<file path="src/mac_pkg.sv">
// Constants shared by the multiply-accumulate engine and its rounding stage.
// Assumes a single 200 MHz system clock and byte-wide software access strobes.
package mac_pkg;

  // Data widths
  localparam int MAC_OP_W = 16;
  localparam int MAC_ACC_W = 40;
  localparam int MAC_BYTE_W = 8;
  localparam int MAC_ACC_BYTES = 5;
  localparam int MAC_RND_W = 16;
  localparam int MAC_PROD_W = 32;

  // Configuration register field positions
  localparam int MAC_CFG_MS_BIT = 0;
  localparam int MAC_CFG_FM_BIT = 1;
  localparam int MAC_CFG_SAT_BIT = 2;
  localparam int MAC_CFG_CA_BIT = 3;
  localparam int MAC_CFG_SD_BIT = 4;
  localparam int MAC_CFG_SC_BIT = 5;
  localparam int MAC_CFG_USED_MASK_BITS = 6;

  // Status register field positions
  localparam int MAC_STA_NEG_BIT = 0;
  localparam int MAC_STA_SOFT_OVF_BIT = 1;
  localparam int MAC_STA_ZERO_BIT = 2;
  localparam int MAC_STA_HARD_OVF_BIT = 3;

  // Reset values and the configuration write mask
  localparam logic [7:0] MAC_CFG_RESET = 8'h00;
  localparam logic [7:0] MAC_STA_RESET = 8'h00;
  localparam logic [7:0] MAC_CFG_WR_MASK = 8'h3F;
  localparam logic [MAC_OP_W-1:0] MAC_OP_RESET = 16'h0000;
  localparam logic [MAC_RND_W-1:0] MAC_RND_RESET = 16'h0000;
  localparam logic [MAC_ACC_W-1:0] MAC_ACC_RESET = 40'h00_0000_0000;

  // Rounding and saturation values
  localparam logic [15:0] MAC_ROUND_HALF = 16'h8000;
  localparam logic [MAC_RND_W-1:0] MAC_SAT_POS = 16'h7FFF;
  localparam logic [MAC_RND_W-1:0] MAC_SAT_NEG = 16'h8000;

  // Timing: every pipeline stage is one clock period
  localparam int MAC_CLK_PERIOD_PS = 5000;
  localparam int MAC_STAGE_TIME_PS = 5000;
  localparam int MAC_STAGE_CYCLES = (MAC_STAGE_TIME_PS + MAC_CLK_PERIOD_PS - 1) / MAC_CLK_PERIOD_PS;
  localparam int MAC_PIPE_STAGES = 3;

  // Byte index of the accumulator byte registers
  localparam int MAC_ACC_BYTE0 = 0;
  localparam int MAC_ACC_OVR_BYTE = 4;

  // Widen a product to accumulator width, with the fractional one-bit realignment
  function automatic logic [MAC_ACC_W-1:0] mac_align_product(input logic [MAC_PROD_W-1:0] prod,
                                                             input logic frac);
    logic [MAC_ACC_W-1:0] ext;
    ext = {{(MAC_ACC_W-MAC_PROD_W){prod[MAC_PROD_W-1]}}, prod};
    if (frac) begin
      ext = {ext[MAC_ACC_W-2:0], 1'b0};
    end
    return ext;
  endfunction : mac_align_product

endpackage : mac_pkg

</file>
<file path="src/mac_engine.sv">
// Signed 16x16 multiply-accumulate engine with a 40-bit accumulator,
// one-bit accumulator shifter and a registered rounding result.
// Assumes byte write strobes from the core on the same clock, one per cycle at most.
//
// Notes on behaviour
// - Fractional bit low: integer operands and result.
// - Fractional bit high: product realigned to Q31.
// - Accumulate mode adds product to accumulator.
// - Operand B low write starts an operation.
// - Three one-cycle stages: multiply, add, round.
// - Status flags update at end of stage two.
// - Rounded result ready at end of stage three.
// - Clear bit restarts accumulator from product, drops hard overflow, then itself.
// - Multiply-only mode overwrites the accumulator.
// - Product in accumulator two cycles after write.
// - Multiply-only leaves hard overflow unchanged.
// - Shift command shifts once, rounds, self-clears.
// - Direction bit: zero left, one right.
// - Right shift fills from bit 39.
// - Shifts never touch status flags.
// - Round bits 31-16 to nearest even.
// - Round after stage three, shift, byte0 write.
// - Rounding never alters accumulator, any mode.
// - Saturate to 0x7FFF or 0x8000 when enabled.
// - Status shows overflow, zero and negative.
// - Accumulator five bytes, operands two bytes each.
// - Zero reads 0x04, negative reads 0x01.
`timescale 1ns/1ps
`default_nettype none
module mac_engine
  import mac_pkg::*;
(
  input wire logic clk,
  input wire logic rst_n,
  input wire logic [MAC_BYTE_W-1:0] wr_data,
  input wire logic wr_a_high,
  input wire logic wr_a_low,
  input wire logic wr_b_high,
  input wire logic wr_b_low,
  input wire logic [MAC_ACC_BYTES-1:0] wr_acc_byte,
  input wire logic cfg_wr,
  input wire logic [7:0] cfg_wr_data,
  input wire logic status_wr,
  input wire logic [7:0] status_wr_data,
  output logic [7:0] mac_config_reg,
  output logic [7:0] mac_status_reg,
  output logic [MAC_OP_W-1:0] operand_a,
  output logic [MAC_OP_W-1:0] operand_b,
  output logic [MAC_ACC_W-1:0] acc,
  output logic [MAC_RND_W-1:0] rounded_result,
  output logic mac_busy
);

  // Pipeline control
  logic start_pend;
  logic stage1_valid;
  logic stage2_done;
  logic shift_done;
  logic byte0_written;
  logic [MAC_PROD_W-1:0] product;
  logic product_frac;
  logic product_ms;

  // Stage two arithmetic
  logic [MAC_ACC_W-1:0] aligned_product;
  logic [MAC_ACC_W-1:0] addend;
  logic [MAC_ACC_W-1:0] next_acc_sum;
  logic add_overflow;
  logic soft_overflow;
  logic [MAC_ACC_W-1:0] stage2_value;
  logic stage2_zero;
  logic stage2_neg;
  logic busy_next;
  logic clear_now;
  logic shift_now;
  logic [MAC_ACC_W-1:0] shifted_acc;
  logic [MAC_RND_W-1:0] round_value;

  // Decoded configuration bits
  logic mode_select_bit;
  logic fractional_mode_bit;
  logic saturate_bit;
  logic clear_acc_bit;
  logic shift_direction_bit;
  logic shift_command_bit;

  assign mode_select_bit = mac_config_reg[MAC_CFG_MS_BIT];
  assign fractional_mode_bit = mac_config_reg[MAC_CFG_FM_BIT];
  assign saturate_bit = mac_config_reg[MAC_CFG_SAT_BIT];
  assign clear_acc_bit = mac_config_reg[MAC_CFG_CA_BIT];
  assign shift_direction_bit = mac_config_reg[MAC_CFG_SD_BIT];
  assign shift_command_bit = mac_config_reg[MAC_CFG_SC_BIT];

  // Clear runs in stage two, two cycles after the start write
  assign clear_now = stage1_valid && clear_acc_bit;

  // A shift waits while a stage-two add or clear owns the accumulator.
  // Without the wait the add would win and the shift bit would clear unserved.
  assign shift_now = shift_command_bit && !stage1_valid;

  // Soft overflow: value no longer fits a sign-extended 32-bit result
  function automatic logic soft_ovf_of(input logic [MAC_ACC_W-1:0] v);
    return v[MAC_ACC_W-1:MAC_PROD_W-1] != {(MAC_ACC_W-MAC_PROD_W+1){v[MAC_PROD_W-1]}};
  endfunction : soft_ovf_of

  // Operand byte registers
  always_ff @(posedge clk) begin
    if (!rst_n) begin
      operand_a <= MAC_OP_RESET;
      operand_b <= MAC_OP_RESET;
    end else begin
      if (wr_a_high) begin
        operand_a[15:8] <= wr_data;
      end
      if (wr_a_low) begin
        operand_a[7:0] <= wr_data;
      end
      if (wr_b_high) begin
        operand_b[15:8] <= wr_data;
      end
      if (wr_b_low) begin
        operand_b[7:0] <= wr_data;
      end
    end
  end

  // Start marker: the low byte of B is the only trigger
  always_ff @(posedge clk) begin
    if (!rst_n) begin
      start_pend <= 1'b0;
    end else begin
      start_pend <= wr_b_low;
    end
  end

  // Stage one: signed multiply of the freshly loaded operands
  always_ff @(posedge clk) begin
    if (!rst_n) begin
      product <= 32'h0000_0000;
      product_frac <= 1'b0;
      product_ms <= 1'b0;
      stage1_valid <= 1'b0;
    end else begin
      stage1_valid <= start_pend;
      if (start_pend) begin
        product <= MAC_PROD_W'($signed(operand_a) * $signed(operand_b));
        product_frac <= fractional_mode_bit;
        product_ms <= mode_select_bit;
      end
    end
  end

  // Stage two arithmetic; the mode picks accumulator or zero as addend
  always_comb begin
    aligned_product = mac_align_product(product, product_frac);
    addend = product_ms ? MAC_ACC_RESET : acc;
    next_acc_sum = aligned_product + addend;
    add_overflow = (aligned_product[39] == addend[39]) && (next_acc_sum[39] != addend[39]);
    // A clear loads the bare product, so the flags follow that value
    stage2_value = clear_now ? aligned_product : next_acc_sum;
    soft_overflow = soft_ovf_of(stage2_value);
  end

  // Zero and sign of the value stage two is about to store
  always_comb begin
    stage2_zero = (stage2_value == MAC_ACC_RESET);
    stage2_neg = stage2_value[MAC_ACC_W-1];
  end

  // Arithmetic shift by one; right shift keeps the sign bit
  always_comb begin
    if (shift_direction_bit) begin
      shifted_acc = {acc[39], acc[39:1]};
    end else begin
      shifted_acc = {acc[38:0], 1'b0};
    end
  end

  // Stage-two completion marker, which feeds stage three
  always_ff @(posedge clk) begin
    if (!rst_n) begin
      stage2_done <= 1'b0;
    end else begin
      stage2_done <= stage1_valid;
    end
  end

  // Accumulator owner priority: stage-two add, then clear, then shift, then byte writes.
  // A clear lands in the same cycle as its own add, so the bare product is loaded.
  always_ff @(posedge clk) begin
    if (!rst_n) begin
      acc <= MAC_ACC_RESET;
    end else if (stage1_valid && !clear_now) begin
      acc <= next_acc_sum;
    end else if (stage1_valid && clear_now && product_ms) begin
      acc <= aligned_product;
    end else if (stage1_valid && clear_now) begin
      acc <= aligned_product;
    end else if (shift_now) begin
      acc <= shifted_acc;
    end else begin
      for (int i = 0; i < MAC_ACC_BYTES; i++) begin
        if (wr_acc_byte[i]) begin
          acc[i*MAC_BYTE_W +: MAC_BYTE_W] <= wr_data;
        end
      end
    end
  end

  // Configuration: software writes whole byte; hardware clears the one-shot bits.
  // A fresh software write of a one-shot bit wins over the hardware clear.
  always_ff @(posedge clk) begin
    if (!rst_n) begin
      mac_config_reg <= MAC_CFG_RESET;
    end else if (cfg_wr) begin
      mac_config_reg <= cfg_wr_data & MAC_CFG_WR_MASK;
    end else begin
      if (clear_now) begin
        mac_config_reg[MAC_CFG_CA_BIT] <= 1'b0;
      end
      if (shift_now) begin
        mac_config_reg[MAC_CFG_SC_BIT] <= 1'b0;
      end
    end
  end

  // Status flags: only multiply operations, clears and software touch them.
  // Shifts are deliberately absent, so they can never disturb a flag.
  always_ff @(posedge clk) begin
    if (!rst_n) begin
      mac_status_reg <= MAC_STA_RESET;
    end else if (stage1_valid) begin
      mac_status_reg[MAC_STA_ZERO_BIT] <= stage2_zero;
      mac_status_reg[MAC_STA_NEG_BIT] <= stage2_neg;
      mac_status_reg[MAC_STA_SOFT_OVF_BIT] <= soft_overflow;
      if (clear_now) begin
        mac_status_reg[MAC_STA_HARD_OVF_BIT] <= 1'b0;
      end else if (!product_ms && add_overflow) begin
        mac_status_reg[MAC_STA_HARD_OVF_BIT] <= 1'b1;
      end else if (status_wr) begin
        mac_status_reg[MAC_STA_HARD_OVF_BIT] <= status_wr_data[MAC_STA_HARD_OVF_BIT];
      end
      mac_status_reg[7:4] <= 4'h0;
    end else if (status_wr) begin
      mac_status_reg <= {4'h0, status_wr_data[3:0]};
    end
  end

  // Markers that ask for a fresh rounding one cycle after the accumulator moved
  always_ff @(posedge clk) begin
    if (!rst_n) begin
      shift_done <= 1'b0;
      byte0_written <= 1'b0;
    end else begin
      shift_done <= shift_now;
      byte0_written <= wr_acc_byte[MAC_ACC_BYTE0] && !stage1_valid && !shift_now;
    end
  end

  // Rounding works from the accumulator register and only reads it
  mac_round u_round (
    .acc_in(acc),
    .saturate(saturate_bit),
    .rounded(round_value)
  );

  // Stage three: register the rounded value; the mode bit is not consulted
  always_ff @(posedge clk) begin
    if (!rst_n) begin
      rounded_result <= MAC_RND_RESET;
    end else if (stage2_done || shift_done || byte0_written) begin
      rounded_result <= round_value;
    end
  end

  // Busy while any stage or a shift is outstanding; informational only
  always_comb begin
    busy_next = wr_b_low || start_pend || stage1_valid;
    busy_next = busy_next || (cfg_wr && cfg_wr_data[MAC_CFG_SC_BIT]) || (shift_command_bit && !shift_now);
  end

  // Registered so the port comes straight from a flip-flop
  always_ff @(posedge clk) begin
    if (!rst_n) begin
      mac_busy <= 1'b0;
    end else begin
      mac_busy <= busy_next;
    end
  end

endmodule : mac_engine
`default_nettype wire

</file>
<file path="src/mac_round.sv">
// Combinational round-to-nearest-even and saturation of accumulator bits 31-16.
// Assumes the caller registers the result; it never touches the accumulator.
`timescale 1ns/1ps
`default_nettype none
module mac_round
  import mac_pkg::*;
(
  input wire logic [MAC_ACC_W-1:0] acc_in,
  input wire logic saturate,
  output logic [MAC_RND_W-1:0] rounded
);

  logic round_up;
  logic [24:0] wide_sum;
  logic fits;

  // Round up above one half, or at one half when the kept part is odd
  always_comb begin
    round_up = (acc_in[15:0] > MAC_ROUND_HALF) || ((acc_in[15:0] == MAC_ROUND_HALF) && acc_in[16]);
  end

  // Whole upper part plus increment, so overflow past 16 bits is visible
  always_comb begin
    wide_sum = {acc_in[39], acc_in[39:16]} + {24'h00_0000, round_up};
    fits = (wide_sum[24:15] == {10{wide_sum[15]}});
  end

  // Saturation applies only when requested; otherwise plain wraparound
  always_comb begin
    if (saturate && !fits) begin
      rounded = wide_sum[24] ? MAC_SAT_NEG : MAC_SAT_POS;
    end else begin
      rounded = wide_sum[15:0];
    end
  end

endmodule : mac_round
`default_nettype wire

</file>
<file path="config.mk">
export PLATFORM = sky130hd
export DESIGN_NAME = mac_engine
export DESIGN_NICKNAME = d
export VERILOG_FILES = /design/src/mac_pkg.sv /design/src/mac_engine.sv /design/src/mac_round.sv
export SDC_FILE = /design/constraint.sdc
export NUM_CORES = 1
export LEC_CHECK = 0
export BUFFER_PORTS_ARGS = -buffer_cell sky130_fd_sc_hd__buf_2
export CAP_MARGIN = 40
export CORE_ASPECT_RATIO = 1.75
export CORE_UTILIZATION = 40
export DETAILED_ROUTE_END_ITERATION = 10
export PLACE_DENSITY_LB_ADDON = 0.2
export SYNTH_ARGS = -nofsm -noshare
export SYNTH_HDL_FRONTEND = slang
export SYNTH_SLANG_ARGS = --single-unit
</file>
<file path="constraint.sdc">
create_clock -name clk -period 6.2 [get_ports clk]
set_input_delay 0.62 -clock clk [delete_from_list [all_inputs] [get_ports clk]]
set_output_delay 0.62 -clock clk [all_outputs]
set_load 0.03 [all_outputs]
</file>
Word level (Yosys, flattened, before mapping)
Index checks and enable logic that the tools add are counted.

Bits in latches: 0. RAM bits: 0. Memories: 0. Flip-flop bits (word level): 138. Input bits: 37. Bits in read-only memories: 0.

Eq/ne operators: 6. $mul: 1. Reduce and logical (&&, ||, !) cells: 37. Shift operators: 0. Bitwise logic cells: 0. Div/mod/pow operators: 0. Add/sub/neg operators: 2. Mux-type cells: 24. Magnitude comparators: 1.

Operators with widths (number): two-way mux 40 bit (7); adder 40 bit (1); zero test 40 bit (1); two-way mux 8 bit (5); multiplier 16 x 16 -> 32 bit (1); two-way mux 16 bit (2); two-way mux 32 bit (1); adder 24 x 2 -> 25 bit (1); nonzero test 5 bit (5); equality test 16 bit (second input constant) (1); greater-than comparator 16 bit (second input constant) (1); logical AND 1 bit (13); equality test 9 bit (1); two-way mux 4 bit (2); != test 8 bit (1); logical OR 1 bit (7); two-way mux 1 bit (7); nonzero test 2 bit (3); zero test 1 bit (5); != test 5 x 2 -> 1 bit (second input constant) (1); AND reduction 2 bit (2); nonzero test 3 bit (1); equality test 1 bit (1); != test 1 bit (1).

Depth between registers and ports, before layout
Depth in word-level cells: 8. Gate-level depth with buffers: 26. Depth with buffers taken out: 23.

Modules after synthesis
A second synthesis with hierarchy kept.

Cells, all modules: 2351. Area total of the unflattened synthesis: 19852.8 µm².

Modules (own cells, without submodules): mac_engine (cells each 2245, times used 1, area each 19090.8 µm²); mac_round (cells each 106, times used 1, area each 762.0 µm²).

Least setup slack after synthesis
Ideal clock, no wire load.

Path type: reg2reg. Start: register operand_a[11]. End: register product[25]. Cell stages (with the launch flop): 23. Setup slack: -0.079 ns. Clock period less this slack: 6.279 ns. Library setup time: 0.122 ns. Required time: 6.078 ns. Arrival: 6.156 ns. Path through: dfxtp_1 -> clkbuf_1 -> nand2_1 -> fa_1 -> fa_1 -> fa_1 -> inv_1 -> fa_1 -> fa_1 -> inv_1 -> fa_1 -> inv_1 -> ha_1 -> a21o_1 -> a21o_1 -> a211oi_1 -> o211a_1 -> o21ai_0 -> a31o_2 -> a211oi_1 -> a21oi_1 -> xnor2_1 -> o21ai_0.

Cells in the longest elaborated chain, start to end: 1.

Ends and longest elaborated chain: start, declared (line mac_engine.sv:47) `output logic [MAC_OP_W-1:0] operand_a,`; start signal, assigned (line mac_engine.sv:113) `operand_a[15:8] <= wr_data;`; multiplier 16 x 16 -> 32 bit (line mac_engine.sv:146) `product <= MAC_PROD_W'($signed(operand_a) * $signed(operand_b));`; end signal, assigned (line mac_engine.sv:146); end, declared (line mac_engine.sv:60) `logic [MAC_PROD_W-1:0] product;`.

Every way passes these cells. A chain may end at the register's enable or synchronous reset.

Final worst setup path
Start: register operand_a[8]. End: register product[24].

Same word-level chain as after synthesis.

==> PnR_summary.wiki <==
{| class="wikitable"
! Metric !! Value
|-
| Final slew viol count || 0
|-
| Status || complete, no violations
|-
| Via total after detailed routing || 17,700
|-
| Area of all placed cells without fillers || 22,800 um2
|-
| Placeable core region || 48,900 um2
|-
| Vias in the first global route || about 19,000
|-
| IO Pins || 142
|-
| Number of buffer cells added on primary ports || between 100 and 150
|-
| Clock latency on the worst-skew pair || ~0.47 ns
|-
| Number of cells on the worst reg-to-reg path || 23
|-
| Number of register bits inferred by synthesis || about 140
|-
| Leading registers by flop count || acc x40, product x32
|-
| Slew margin rel. || 35.4%
|-
| Hold slack final || between 0.3 and 0.4 ns
|-
| Skew final || approximately 0.02 ns
|-
| Global routing met1 resource utilization || 29.0%
|-
| Leakage power total || ~11 nW
|-
| Max Clk Rate || ~0.16 GHz
|-
| Met3 Use GR || 3.37%
|-
| Kind of capture point of the worst setup path || register
|-
| HPWL after detailed placement || just under 60 mm
|-
| Final setup violation count || 0
|-
| Arr. time, crit path || between 6 and 7 ns
|-
| Register with the most flip-flops || acc
|-
| Fin nets || between 2,000 and 3,000
|-
| Layout overhead on the synthesized area || 14.3%
|-
| Area of the mapped netlist || 19,900 um2
|-
| Yosys warns || 0
|-
| Type of origin of the critical path || register
|-
| Count of standard-cell rows || roughly 110
|-
| Number of antenna violations at the first check in global routing || 1
|-
| Largest net degree at the start of global routing || between 50 and 60
|-
| Max Buffers Root-to-Sink || 2
|-
| Count of antenna diodes in the layout || 0
|-
| Number of CTS-inserted buffers || 17
|-
| Sink count of the clock tree || 138
|-
| Horizontal extent of the die || 171 um
|-
| Max-cap violation count || 0
|-
| Worst-margin pin slew || slightly below 1 ns
|-
| EDFF count, synth || 0
|-
| Power density over cell area || about 190 nW/um2
|-
| Buffer cell driving the clock tree root || clkbuf_16
|-
| Worst min-delay path startpoint || cfg_wr_data[4]
|-
| Placement-stage cell area || approximately 22,000 um2
|-
| Busiest layer in global routing || met2
|-
| Die area || 50,700 um2
|-
| Via density || 5.52
|-
| Setup tns final || 0 ns
|-
| Fill cells || approximately 4,900
|-
| Unrepaired setup endpoints after global routing || true
|-
| Most frequently used flop master after synthesis || dfxtp_1
|-
| Global router's overall resource usage || 28.4%
|-
| H-tree level count || 4
|-
| Die Y || about 300 um
|-
| Clock slew seen by the registers of the worst setup and hold paths || 0.08 ns
|-
| CP Class || reg2reg
|-
| Hold depth || 3
|-
| CP startpoint || operand_a[8]
|-
| Synthesized instance count || 2,382
|-
| Global routing met2 resource utilization || 52.2%
|-
| Detailed router's first-iteration violation count || just under 1,000
|-
| Mean instance size in the synthesized netlist || between 8 and 9 um2
|-
| Critical path required time || ~6.5 ns
|-
| Final Hold Fails || 0
|-
| Class of the tightest hold or removal check || in2reg
|-
| Detailed Route WL || 69.6 mm
|-
| Startpoint of the worst-slack reg-to-reg timing path || operand_a[8]
|-
| Sequential share of the synthesized area || 13.9%
|-
| Wire length per cell after detailed routing || approximately 22 um
|-
| Share of flip-flops with an asynchronous set or reset after synthesis || 0%
|-
| Worst r2r dst || product[24]
|-
| Crit Path Max Fanout || 4
|-
| Max FFs per register || 40
|-
| Initial core utilization || 40.7%
|-
| Antenna-violating nets left || 0
|-
| Yosys cell types || 80
|-
| Maximum vdd drop || between 0.00015 and 0.0002 V
|-
| Detailed-route DRC error count || 0
|-
| Gr ovfl total || 0
|-
| Routability congestion estimate || 0.959
|-
| Slack of the worst reg-to-reg path || approximately 0.083 ns
|-
| Final worst path period need || between 6 and 7 ns
|-
| CTS tree || built
|-
| First drt pass iteration count || 6
|-
| Hold worst-path end || mac_config_reg[4]
|-
| Share of post-route cells with drive strength above 1 || around 16%
|-
| Crit share post-route || about 99%
|-
| Wire length of the first global-routing pass || between 100 and 150 mm
|}
-- worst max-delay path: stages (launching register included) --
cell and delay, ns:
dfxtp_4 0.35, and2_4 0.16, fa_1 0.55, inv_1 0.05, fa_1 0.46, fa_1 0.52, inv_1 0.05, fa_1 0.49
fa_1 0.51, inv_1 0.05, fa_1 0.50, inv_2 0.05, ha_4 0.27, buf_6 0.08, nand4_1 0.18, nor3_2 0.23
a211oi_2 0.10, o31a_1 0.35, buf_6 0.13, o2111a_1 0.27, o31a_1 0.30, xnor2_1 0.14, mux2i_1 0.14, nor2_1 0.05
-- worst max path at each step --
stage                             end  slack (ns)  depth (start not counted)
after floorplan           product[25]        0.01                         22
after global placement    product[31]       -0.19                         23
after detailed placement  product[31]       -0.22                         23
after CTS                 product[24]        0.01                         23
after global routing      product[24]       -0.16                         23
final                     product[24]        0.08                         23
-- placed cells by master, fill, tap and decap left out, types with 17 or more instances in the layout --
| cell | n |
|---|---|
| a21o_1 | 31 |
| inv_1 | 326 |
| dfxtp_1 | 114 |
| nand2b_1 | 23 |
| nand2_1 | 239 |
| nor3_1 | 41 |
| xor2_1 | 25 |
| mux2_2 | 29 |
| nor2b_1 | 42 |
| xnor2_1 | 57 |
| clkbuf_16 | 17 |
| dfxtp_2 | 21 |
| nand3_1 | 30 |
| a21oi_1 | 121 |
| o211ai_1 | 18 |
| and2_1 | 124 |
| fa_1 | 259 |
| ha_1 | 120 |
| a211oi_1 | 29 |
| buf_2 | 133 |
| mux2i_1 | 104 |
| nand4_1 | 19 |
| nor4_1 | 19 |
| buf_4 | 131 |
| nor2_1 | 169 |
| o21ai_0 | 67 |
-- cell type report --
class | instances | area [um2] | share of cell area (%)
multi-input combinational | 1786 | 15500 | 68.2
sequential | 138 | 2800 | 12.3
timing repair buffer | 271 | 1750 | 7.71
inverter | 329 | 1230 | 5.43
tap | 654 | 818 | 3.60
clock buffer | 20 | 447 | 1.96
clock inverter | 12 | 188 | 0.825
-- kinds of logic after synthesis --
logic type / Yosys count / synth area share (%)
AO/OA/AOI/OAI: 407 / 13.5
XOR/XNOR: 82 / 3.61
adder cells (fa/ha/maj): 386 / 34.2
buffers and inverters: 463 / 8.93
flip-flops: 138 / 13.9
multiplexers: 133 / 6.87
other: 1 / 0.0188
AND/OR/NAND/NOR: 772 / 19.0
-- cell usage after synthesis (30+ instances only) --
master | count | area [um2]
a21o_1 | 31 | 233
a211oi_1 | 32 | 240
ha_1 | 123 | 1540
and2_1 | 126 | 788
dfxtp_1 | 138 | 2760
nor2_1 | 169 | 634
clkbuf_1 | 110 | 413
xnor2_1 | 57 | 499
inv_1 | 328 | 1230
nor2b_1 | 42 | 263
nand2_1 | 240 | 901
fa_1 | 263 | 5270
a21oi_1 | 122 | 611
o21ai_0 | 75 | 375
mux2i_1 | 104 | 1040
nor3_1 | 44 | 220
nand3_1 | 30 | 150
-- layer usage --
metal / vias up / share of wire (%)
met5: - / 0
met4: 0 / 8.5
met3: 228 / 3.8
met2: 568 / 53
met1: 8806 / 35
li1: 8132 / -
-- where the power goes --
part	switching [mW]	leakage [nW]	internal, mW
Sequential	0.139	1.15	0.962
Clock	0.464	0.302	0.689
Combinational	1.19	9.48	0.781
Total	1.79	10.9	2.43
-- through the flow --
stage | setup slack [ns] | util [%] | std cells | power [mW]
floorplan | 0.00970 | - | 2387 | 2.36
global placement | -0.187 | 44.7 | 3165 | 3.03
detailed placement | -0.224 | 44.8 | 3171 | 3.03
CTS | 0.0129 | 46.2 | 3203 | 4.22
global route | -0.159 | 46.6 | 3210 | 4.48
finish | 0.0830 | 46.6 | 3210 | 4.22
-- what timing repair did --
item / 4_1_cts / 5_1_grt
cloned: 0 / 0
gates resized for setup: 19 / 37
hold buffers: 0 / 0
endpoints found under the setup margin: 7 / 12
setup buffers: 1 / 6
pin swaps: 13 / 34
Note: power is estimated with default switching activity, not from simulation.
